--- src/fdm_regs.vh ---
/*
  Register offsets, field positions and reset values for the fractional-N
  divider and modulator control bank. Assumes a serial-port front end that
  presents a decoded register index, a 24-bit write word and a write strobe.
*/
`ifndef FDM_REGS_VH
`define FDM_REGS_VH

`define FDM_ADDR_W          5
`define FDM_DATA_W          24
`define FDM_A_TRIM          5'h08
`define FDM_A_FORCE         5'h09
`define FDM_A_RSV_A         5'h0A
`define FDM_A_RSV_B         5'h0B
`define FDM_A_RSV_C         5'h0C
`define FDM_A_RSV_D         5'h0D
`define FDM_A_RSV_E         5'h0E
`define FDM_A_INT           5'h0F
`define FDM_A_FRAC          5'h10
`define FDM_A_SEED          5'h11
`define FDM_A_CFG           5'h12

`define FDM_RST_TRIM        18'h2_0400
`define FDM_RST_FORCE       2'h0
`define FDM_RST_RSV_A       24'h00_0304
`define FDM_RST_RSV_B       24'h00_0000
`define FDM_RST_RSV_C       24'h00_0100
`define FDM_RST_RSV_D       24'h00_0020
`define FDM_RST_RSV_E       24'h00_0000
`define FDM_RST_INT         16'h00C8
`define FDM_RST_FRAC        24'h00_0000
`define FDM_RST_SEED        24'h00_0000
`define FDM_RST_CFG         18'h3_0E82

`define FDM_TRIM_UP         3:0
`define FDM_TRIM_DN         7:4
`define FDM_LEAK_UP         11:8
`define FDM_LEAK_DN         15:12
`define FDM_AMP_BIAS        17:16
`define FDM_FORCE_EN        0
`define FDM_FORCE_DIR       1
`define FDM_CFG_REFCLK      0
`define FDM_CFG_CLKINV      1
`define FDM_CFG_REFINV      2
`define FDM_CFG_INTMODE     3
`define FDM_CFG_SINSEL      6
`define FDM_CFG_AUTOSEED    7
`define FDM_CFG_ORDER       9:8
`define FDM_CFG_QMAX        13:10
`define FDM_CFG_QMIN        17:14
`define FDM_CFG_QMAX_MSB    13
`define FDM_CFG_QMIN_MSB    17
`define FDM_CFG_RSV_MASK    18'h3_FFCF

`define FDM_ORD_1ST         2'h0
`define FDM_ORD_2ND         2'h1
`define FDM_ORD_3FB         2'h2
`define FDM_ORD_3FF         2'h3
`define FDM_FRAC_ONE        25'h100_0000

`endif

--- src/fdm_ctrl.v ---
/*
  Control register bank and digital modulator core of the fractional-N
  divider. Assumes the serial port delivers one write strobe per register
  word, on MCLK, and that reads are served combinationally from the bank.
*/
`timescale 1ns/1ns
`include "fdm_regs.vh"

// What this block does
// - Force enable drives pump continuously up or down, overriding the detector.
// - Hold 4-bit up and down gain trims, reset zero, to analog pump.
// - Hold up leak code reset 4h and down leak code reset zero.
// - Hold 2-bit amplifier bias code resetting to 2h.
// - Five reserved 24-bit read/write registers keep written values, documented resets.
// - Hold 16-bit integer divide word resetting to C8h.
// - Hold 24-bit fractional word resetting to zero and feed the modulator.
// - 24-bit seed sets accumulator start phase; software picks random seeds.
// - Autoseed loads seed into accumulators when fraction word is written while modulator runs.
// - Integer mode divides by integer word only; modulator keeps running.
// - Order field selects first, second, third feedback or third feedforward.
// - Quantizer output clamped to signed maximum field, reset 3h.
// - Quantizer output clamped to signed minimum field, reset Ch.
// - Reference-clock select bit moves modulator clock to reference.
// - Bits invert modulator clock and reference clock phase.
// - Sine-source select chooses sine reference when reference clocks modulator.
// - Modulator reset-release input holds modulator in reset when low.
module fdm_ctrl (
  input  wire        MCLK,
  input  wire        RST,
  input  wire        WR_STB,
  input  wire [4:0]  WR_ADDR,
  input  wire [23:0] WR_DATA,
  input  wire [4:0]  RD_ADDR,
  output reg  [23:0] RD_DATA,
  input  wire        PFD_UP,
  input  wire        PFD_DN,
  input  wire        MOD_RUN,
  output reg         PUMP_UP,
  output reg         PUMP_DN,
  output reg  [3:0]  PUMP_UP_GAIN_TRIM,
  output reg  [3:0]  PUMP_DOWN_GAIN_TRIM,
  output reg  [3:0]  PUMP_UP_LEAK_CODE,
  output reg  [3:0]  PUMP_DOWN_LEAK_CODE,
  output reg  [1:0]  PUMP_AMP_BIAS_CODE,
  output reg         MOD_CLK_FROM_REF,
  output reg         MODULATOR_CLOCK_INVERT,
  output reg         REF_PHASE_INVERT,
  output reg         REF_SINE_SELECT,
  output reg  [15:0] DIVIDE_VALUE
);

  // ********************************************************************
  // Register bank
  // ********************************************************************
  reg  [17:0] trim_r;
  reg  [1:0]  force_r;
  reg  [23:0] rsv_r [0:4];
  reg  [15:0] int_r;
  reg  [23:0] frac_r;
  reg  [23:0] seed_r;
  reg  [17:0] cfg_r;
  reg         seed_load_r;

  always @(posedge MCLK or posedge RST) begin
    if (RST) begin
      trim_r      <= `FDM_RST_TRIM;
      force_r     <= `FDM_RST_FORCE;
      rsv_r[0]    <= `FDM_RST_RSV_A;
      rsv_r[1]    <= `FDM_RST_RSV_B;
      rsv_r[2]    <= `FDM_RST_RSV_C;
      rsv_r[3]    <= `FDM_RST_RSV_D;
      rsv_r[4]    <= `FDM_RST_RSV_E;
      int_r       <= `FDM_RST_INT;
      frac_r      <= `FDM_RST_FRAC;
      seed_r      <= `FDM_RST_SEED;
      cfg_r       <= `FDM_RST_CFG;
      seed_load_r <= 1'b0;
    end else begin
      seed_load_r <= 1'b0;
      if (WR_STB) begin
        case (WR_ADDR)
          `FDM_A_TRIM:  trim_r  <= WR_DATA[17:0];
          `FDM_A_FORCE: force_r <= WR_DATA[1:0];
          `FDM_A_RSV_A: rsv_r[0] <= WR_DATA;
          `FDM_A_RSV_B: rsv_r[1] <= WR_DATA;
          `FDM_A_RSV_C: rsv_r[2] <= WR_DATA;
          `FDM_A_RSV_D: rsv_r[3] <= WR_DATA;
          `FDM_A_RSV_E: rsv_r[4] <= WR_DATA;
          `FDM_A_INT:   int_r   <= WR_DATA[15:0];
          `FDM_A_FRAC: begin
            frac_r      <= WR_DATA;
            seed_load_r <= cfg_r[`FDM_CFG_AUTOSEED];
          end
          `FDM_A_SEED:  seed_r  <= WR_DATA;
          `FDM_A_CFG:   cfg_r   <= WR_DATA[17:0] & `FDM_CFG_RSV_MASK;
          default: begin
          end
        endcase
      end
    end
  end

  always @* begin
    case (RD_ADDR)
      `FDM_A_TRIM:  RD_DATA = {6'h00, trim_r};
      `FDM_A_FORCE: RD_DATA = {22'h00_0000, force_r};
      `FDM_A_RSV_A: RD_DATA = rsv_r[0];
      `FDM_A_RSV_B: RD_DATA = rsv_r[1];
      `FDM_A_RSV_C: RD_DATA = rsv_r[2];
      `FDM_A_RSV_D: RD_DATA = rsv_r[3];
      `FDM_A_RSV_E: RD_DATA = rsv_r[4];
      `FDM_A_INT:   RD_DATA = {8'h00, int_r};
      `FDM_A_FRAC:  RD_DATA = frac_r;
      `FDM_A_SEED:  RD_DATA = seed_r;
      `FDM_A_CFG:   RD_DATA = {6'h00, cfg_r};
      default:      RD_DATA = 24'h00_0000;
    endcase
  end

  // ********************************************************************
  // Pump and clocking controls
  // ********************************************************************
  // The force path is registered so the pump never sees a decode glitch.
  always @(posedge MCLK or posedge RST) begin
    if (RST) begin
      PUMP_UP                <= 1'b0;
      PUMP_DN                <= 1'b0;
      PUMP_UP_GAIN_TRIM      <= 4'h0;
      PUMP_DOWN_GAIN_TRIM    <= 4'h0;
      PUMP_UP_LEAK_CODE      <= 4'h4;
      PUMP_DOWN_LEAK_CODE    <= 4'h0;
      PUMP_AMP_BIAS_CODE     <= 2'h2;
      MOD_CLK_FROM_REF       <= 1'b0;
      MODULATOR_CLOCK_INVERT <= 1'b1;
      REF_PHASE_INVERT       <= 1'b0;
      REF_SINE_SELECT        <= 1'b0;
    end else begin
      if (force_r[`FDM_FORCE_EN]) begin
        PUMP_UP <= ~force_r[`FDM_FORCE_DIR];
        PUMP_DN <= force_r[`FDM_FORCE_DIR];
      end else begin
        PUMP_UP <= PFD_UP;
        PUMP_DN <= PFD_DN;
      end
      PUMP_UP_GAIN_TRIM      <= trim_r[`FDM_TRIM_UP];
      PUMP_DOWN_GAIN_TRIM    <= trim_r[`FDM_TRIM_DN];
      PUMP_UP_LEAK_CODE      <= trim_r[`FDM_LEAK_UP];
      PUMP_DOWN_LEAK_CODE    <= trim_r[`FDM_LEAK_DN];
      PUMP_AMP_BIAS_CODE     <= trim_r[`FDM_AMP_BIAS];
      MOD_CLK_FROM_REF       <= cfg_r[`FDM_CFG_REFCLK];
      MODULATOR_CLOCK_INVERT <= cfg_r[`FDM_CFG_CLKINV];
      REF_PHASE_INVERT       <= cfg_r[`FDM_CFG_REFINV];
      // Sine select only matters while the reference clocks the modulator.
      REF_SINE_SELECT <= cfg_r[`FDM_CFG_REFCLK] & cfg_r[`FDM_CFG_SINSEL];
    end
  end

  // ********************************************************************
  // Delta-sigma modulator
  // ********************************************************************
  // MOD_RUN arrives from another register domain, so it is filtered.
  reg  [2:0]  run_sync_r;
  reg         run_r;
  reg  [24:0] acc1_r;
  reg  [24:0] acc2_r;
  reg  [24:0] acc3_r;
  reg  [24:0] acc1_nxt;
  reg  [24:0] acc2_nxt;
  reg  [24:0] acc3_nxt;
  reg         c1;
  reg         c2;
  reg         c3;
  reg  [1:0]  c2_d_r;
  reg  [1:0]  c3_d_r;
  reg  signed [4:0] q_raw;
  reg  signed [4:0] q_clip;
  wire signed [4:0] q_max = {cfg_r[`FDM_CFG_QMAX_MSB], cfg_r[`FDM_CFG_QMAX]};
  wire signed [4:0] q_min = {cfg_r[`FDM_CFG_QMIN_MSB], cfg_r[`FDM_CFG_QMIN]};

  always @(posedge MCLK or posedge RST) begin
    if (RST) begin
      run_sync_r <= 3'h0;
      run_r      <= 1'b0;
    end else begin
      run_sync_r <= {run_sync_r[1:0], MOD_RUN};
      if (run_sync_r[1] == run_sync_r[2])
        run_r <= run_sync_r[2];
    end
  end

  always @* begin
    acc1_nxt = {1'b0, acc1_r[23:0]} + {1'b0, frac_r};
    acc2_nxt = {1'b0, acc2_r[23:0]} + {1'b0, acc1_nxt[23:0]};
    // Both third-order settings share this stage; only the cancellation differs.
    acc3_nxt = {1'b0, acc3_r[23:0]} + {1'b0, acc2_nxt[23:0]};
    c1 = acc1_nxt[24];
    c2 = acc2_nxt[24];
    c3 = acc3_nxt[24];
    case (cfg_r[`FDM_CFG_ORDER])
      `FDM_ORD_1ST: q_raw = {4'h0, c1};
      `FDM_ORD_2ND: q_raw = $signed({4'h0, c1}) + $signed({4'h0, c2})
                            - $signed({4'h0, c2_d_r[0]});
      `FDM_ORD_3FB: q_raw = $signed({4'h0, c1}) + $signed({4'h0, c2})
                            - $signed({4'h0, c2_d_r[0]}) + $signed({4'h0, c3})
                            - $signed({3'h0, c3_d_r[0], 1'b0})
                            + $signed({4'h0, c3_d_r[1]});
      default:      q_raw = $signed({4'h0, c1}) + $signed({4'h0, c2})
                            - $signed({4'h0, c2_d_r[0]}) + $signed({4'h0, c3})
                            - $signed({4'h0, c3_d_r[0]});
    endcase
    if (q_raw > q_max)
      q_clip = q_max;
    else if (q_raw < q_min)
      q_clip = q_min;
    else
      q_clip = q_raw;
  end

  always @(posedge MCLK or posedge RST) begin
    if (RST) begin
      acc1_r       <= 25'h000_0000;
      acc2_r       <= 25'h000_0000;
      acc3_r       <= 25'h000_0000;
      c2_d_r       <= 2'h0;
      c3_d_r       <= 2'h0;
      DIVIDE_VALUE <= `FDM_RST_INT;
    end else if (!run_r) begin
      acc1_r       <= 25'h000_0000;
      acc2_r       <= 25'h000_0000;
      acc3_r       <= 25'h000_0000;
      c2_d_r       <= 2'h0;
      c3_d_r       <= 2'h0;
      DIVIDE_VALUE <= int_r;
    end else if (seed_load_r) begin
      acc1_r       <= {1'b0, seed_r};
      acc2_r       <= {1'b0, seed_r};
      acc3_r       <= {1'b0, seed_r};
      c2_d_r       <= 2'h0;
      c3_d_r       <= 2'h0;
      DIVIDE_VALUE <= int_r;
    end else begin
      acc1_r       <= acc1_nxt;
      acc2_r       <= acc2_nxt;
      acc3_r       <= acc3_nxt;
      c2_d_r       <= {c2_d_r[0], c2};
      c3_d_r       <= {c3_d_r[0], c3};
      // Mean of the dither is the fraction over 2^24 on top of the integer.
      if (cfg_r[`FDM_CFG_INTMODE])
        DIVIDE_VALUE <= int_r;
      else
        DIVIDE_VALUE <= int_r + {{11{q_clip[4]}}, q_clip};
    end
  end

endmodule

--- config.mk ---
export PLATFORM = sky130hd
export DESIGN_NAME = fdm_ctrl
export DESIGN_NICKNAME = d
export VERILOG_FILES = /design/src/fdm_ctrl.v
export VERILOG_INCLUDE_DIRS = /design/src /design/src/src
export SDC_FILE = /design/constraint.sdc
export NUM_CORES = 1
export LEC_CHECK = 0
export ABC_CLOCK_PERIOD_IN_PS = 24200
export BUFFER_PORTS_ARGS = -buffer_cell sky130_fd_sc_hd__buf_2
export CAP_MARGIN = 20
export CORE_ASPECT_RATIO = 1.75
export CORE_MARGIN = 1
export CORE_UTILIZATION = 39
export DETAILED_ROUTE_END_ITERATION = 12
export PLACE_DENSITY = 0.59
export RECOVER_POWER = 25
export SETUP_SLACK_MARGIN = 0.05
export SLEW_MARGIN = 20
export SYNTH_ARGS = -nofsm -noshare
export SYNTH_HDL_FRONTEND = slang
export SYNTH_SLANG_ARGS = --single-unit
--- constraint.sdc ---
create_clock -name MCLK -period 24.2 [get_ports MCLK]
set_input_delay 0 -clock MCLK [delete_from_list [all_inputs] [get_ports MCLK]]
set_output_delay 0 -clock MCLK [all_outputs]
set_load 0.02 [all_outputs]
==> summary.md <==
| Metric | Value |
|---|---|
| Most common cell in the netlist | `dfrtp_1` |
| Largest net degree at the start of global routing | `144` |
| Vias/cell | `5.76` |
| Gr usage total | `22.2%` |
| Leak Pwr | `just under 0.01 uW` |
| Status | `finished, violations left` |
| YS warnings | `0` |
| Met1 Use GR | `26.5%` |
| Setup crit start kind | `register` |
| Post-synth top area share | `roughly 43%` |
| Gate count of the mapped netlist | `1684` |
| Worst-case vdd ir drop | `a little under 0.00009 V` |
| Critical Path Most Common Cell | `ha_1` |
| Area contributors post-synth | `dfrtp_1, mux2_2, ha_1` |
| Average wire per standard cell | `between 20 and 25 um` |
| Core Area | `~0.047 mm2` |
| Crit-path slowest cell | `o41ai_1` |
| CTS resizes | `0` |
| CP max stage delay | `between 0.5 and 0.6 ns` |
| Critical path data arrival time | `13.01 ns` |
| Failing checks | `design-rule violations, max-capacitance violations, max-slew violations` |
| CTS tree | `done` |
| R2r worst-path depth | `55` |
| CTS Buf Count | `31` |
| Final Worst Setup Slack | `11.65 ns` |
| Antenna cells | `0` |
| Setup_tns | `0 ns` |
| CP startpoint | `frac_r[0]` |
| Setup CP Type | `register to register` |
| Synth Area in XOR/XNOR | `under 10%` |
| IO Port Bufs | `around 100` |
| Post-CTS Setup Inserts | `0` |
| Post-synthesis mux area share | `13.9%` |
| GR Util met3 | `under 10%` |
| Die Area | `just under 0.05 mm2` |
| Synth Area in Simple Gates | `under 10%` |
| Reg-to-Reg Start | `frac_r[0]` |
| Vias | `about 14000` |
| Final WL | `53.3 mm` |
| Synth async-reset ratio | `100%` |
| Die Height | `just under 300 um` |
| Syn_nets | `roughly 1800` |
| Layout cells sized above 1 | `~24%` |
| Distinct cells, synth | `77` |
| Seq/Total Area, Yosys | `between 40 and 50%` |
| Worst slew pin tran | `between 6 and 7 ns` |
| Post-synth EDFFs | `0` |
| Total gr overflow | `0` |
| Vias in the first global route | `approximately 14000` |
| Chip width | `roughly 170 um` |
| Dpl hpwl | `37.6 mm` |
| Residual DRC | `1` |
| Post-synthesis cell area | `about 0.018 mm2` |
| Rel. slew slack | `-340%` |
| Detailed Routing Iterations Pass 1 | `10` |
| Fmax | `about 80 MHz` |
| Period utilisation layout | `51.8%` |
| Met2 Usage GRT | `40.3%` |
| # hold bufs at CTS | `34` |
| Initial antenna violation count | `0` |
| Compound-Gate Fraction of Synth Area | `between 10% and 20%` |
| FF-to-FF setup slack | `11.65 ns` |
| Setup violators final | `0` |
| Critical Path Sink | `DIVIDE_VALUE[15]` |
| Max-cap violations | `1` |
| H-tree levels | `1` |
| Starting density of the core | `approximately two fifths` |
| Worst Clk Skew | `0.0182 ns` |
| Hold Crit Class | `primary input to register` |
| Worst Hold Depth | `2` |
| CTS max path bufs | `3` |
| Root Driver | `clkbuf_16` |
| Crit Path Max Fanout | `11` |
| DRT antenna net count | `0` |
| Io pins | `104` |
| Post-Synth Adder-Cell Area | `roughly 8.1%` |
| Most instantiated cells after synthesis | `dfrtp_1, mux2_2, nand2_1` |
| Final nets | `slightly below 2000` |
| First-pass GRT wire length | `83.3 mm` |
| Area growth syn-to-layout | `14.0%` |
| Final hold violation count | `0` |
| Power Density | `139 mW/mm2` |
| Clock-pin slew on the worst setup and hold paths | `about 0.070 ns` |
| Skew-Pair Late Insertion Delay | `0.59 ns` |
| Synth Register Bits | `340` |
| Cell row count | `105` |
| Largest family of logic cells by synthesized area | `compound AO/OA/AOI/OAI gates` |
| DP Worst Slack | `between 10 and 15 ns` |
| RD Place Congestion | `between 0.8 and 0.9` |
| Main synth FF type | `dfrtp_1` |
| Crit end category | `register` |
| Final Max Slew Viols | `approximately 140` |
| Post-layout min period | `~13 ns` |
| Avg Cell Area, Syn | `11.0 um2` |
| Gr busiest metal | `met2` |
| RSZ-0062 raised after global routing | `false` |
| Initial DRC Count | `816` |
| Required @ worst endpoint | `~25 ns` |
| RR Endpoint | `DIVIDE_VALUE[15]` |
| CTS sink count | `340` |
| Post-synth top area cell | `dfrtp_1` |
==> routing by layer <==
metal / wire, um / vias to the layer above / share of wire (%)
met3: 1740 / 97 / 3.3
li1: - / 6399 / -
met4: 2200 / 0 / 4.1
met5: 0 / - / 0
met2: 27500 / 314 / 52
met1: 21900 / 7068 / 41
==> placed cells by master, fill, tap and decap left out, drive strengths merged, types with 7 or more instances in the layout <==
| cell | Yosys | layout |
|---|---|---|
| nand3 | 39 | 39 |
| nor2 | 66 | 66 |
| buf | 17 | 109 |
| o31ai | 10 | 10 |
| a21boi | 44 | 44 |
| o21ai | 75 | 75 |
| nand2b | 13 | 13 |
| xnor2 | 42 | 42 |
| clkinv | 0 | 7 |
| nor2b | 21 | 21 |
| a22o | 18 | 18 |
| a222oi | 10 | 10 |
| o211ai | 7 | 7 |
| dlygate4sd3 | 0 | 34 |
| nand2 | 143 | 143 |
| nand4 | 30 | 30 |
| nor3 | 22 | 22 |
| xor2 | 36 | 36 |
| a22oi | 56 | 56 |
| o21bai | 7 | 7 |
| a221oi | 19 | 19 |
| mux2 | 223 | 223 |
| a211oi | 9 | 9 |
| and2 | 20 | 20 |
| a21o | 39 | 39 |
| a21oi | 73 | 73 |
| dfstp | 23 | 23 |
| inv | 40 | 41 |
| o21a | 14 | 14 |
| clkbuf | 64 | 62 |
| dfrtp | 317 | 317 |
| ha | 112 | 112 |
==> state kept, by name (all words and copies together) (netlist names), 2 cells and up <==
| register | flops |
|---|---|
| rsv_r | 120 |
| acc1_r | 24 |
| acc2_r | 24 |
| acc3_r | 24 |
| frac_r | 24 |
| seed_r | 24 |
| trim_r | 18 |
| DIVIDE_VALUE | 16 |
| cfg_r | 16 |
| int_r | 16 |
| PUMP_DOWN_GAIN_TRIM | 4 |
| PUMP_DOWN_LEAK_CODE | 4 |
| PUMP_UP_GAIN_TRIM | 4 |
| PUMP_UP_LEAK_CODE | 4 |
| run_sync_r | 3 |
| PUMP_AMP_BIAS_CODE | 2 |
| c3_d_r | 2 |
| force_r | 2 |
==> how the worst min path moves through the flow <==
stage / from / endpoint / slack (ns)
4_1_cts: MOD_RUN / run_sync_r[0] / 0.04
3_5_place_dp: MOD_RUN / run_sync_r[0] / 0.12
2_1_floorplan: MOD_RUN / run_sync_r[0] / 0.03
5_1_grt: MOD_RUN / run_sync_r[0] / 0.07
6_report: MOD_RUN / run_sync_r[0] / 0.06
3_3_place_gp: MOD_RUN / run_sync_r[0] / 0.11
==> per-stage QoR <==
stage                     utilization (%)  power [uW]  hold WS, ns  instances  cell area, um2
final                                45.1        2930       0.0604       2410           21100
after floorplan                         -        2030       0.0314       1684           18500
after CTS                            45.1        2950       0.0414       2410           21100
after global routing                 45.1        3180       0.0686       2410           21100
after global placement               42.1        2360        0.109       2318           19700
after detailed placement             42.1        2400        0.118       2318           19700
==> power by group <==
part | leakage, uW | switching [uW] | internal (uW)
clock network | 0.000533 | 228 | 302
logic | 0.00504 | 906 | 684
registers | 0.00431 | 89.9 | 723
==> critical path: cells and delay by family (launching register included) <==
kind                     cells  cell delay (ns)
AO/OA/AOI/OAI               28             6.59
XOR/XNOR                     4             0.76
adder cells (fa/ha/maj)      9             2.55
buffers and inverters        3             0.39
flip-flops                   1             0.40
AND/OR/NAND/NOR             11             1.69
==> final cells by class <==
class                   instances  area, um2
clock buffers                  44        895
clock inverters                14        195
fillers                      4464      25700
inverters                      40        151
multi-input cells            1223       9550
flip-flops and latches        340       8540
well taps                     588        736
repair buffers                161       1020
==> kinds of logic (layout without fill, tap and decap cells) <==
| group | Yosys count | after routing |
|---|---|---|
| mux | 228 | 228 |
| buf+inv | 121 | 259 |
| fa+ha+maj | 117 | 117 |
| simple gates | 384 | 384 |
| compound gates | 416 | 416 |
| flops | 340 | 340 |
| xor+xnor | 78 | 78 |
Note: power is estimated with default switching activity, not from simulation.
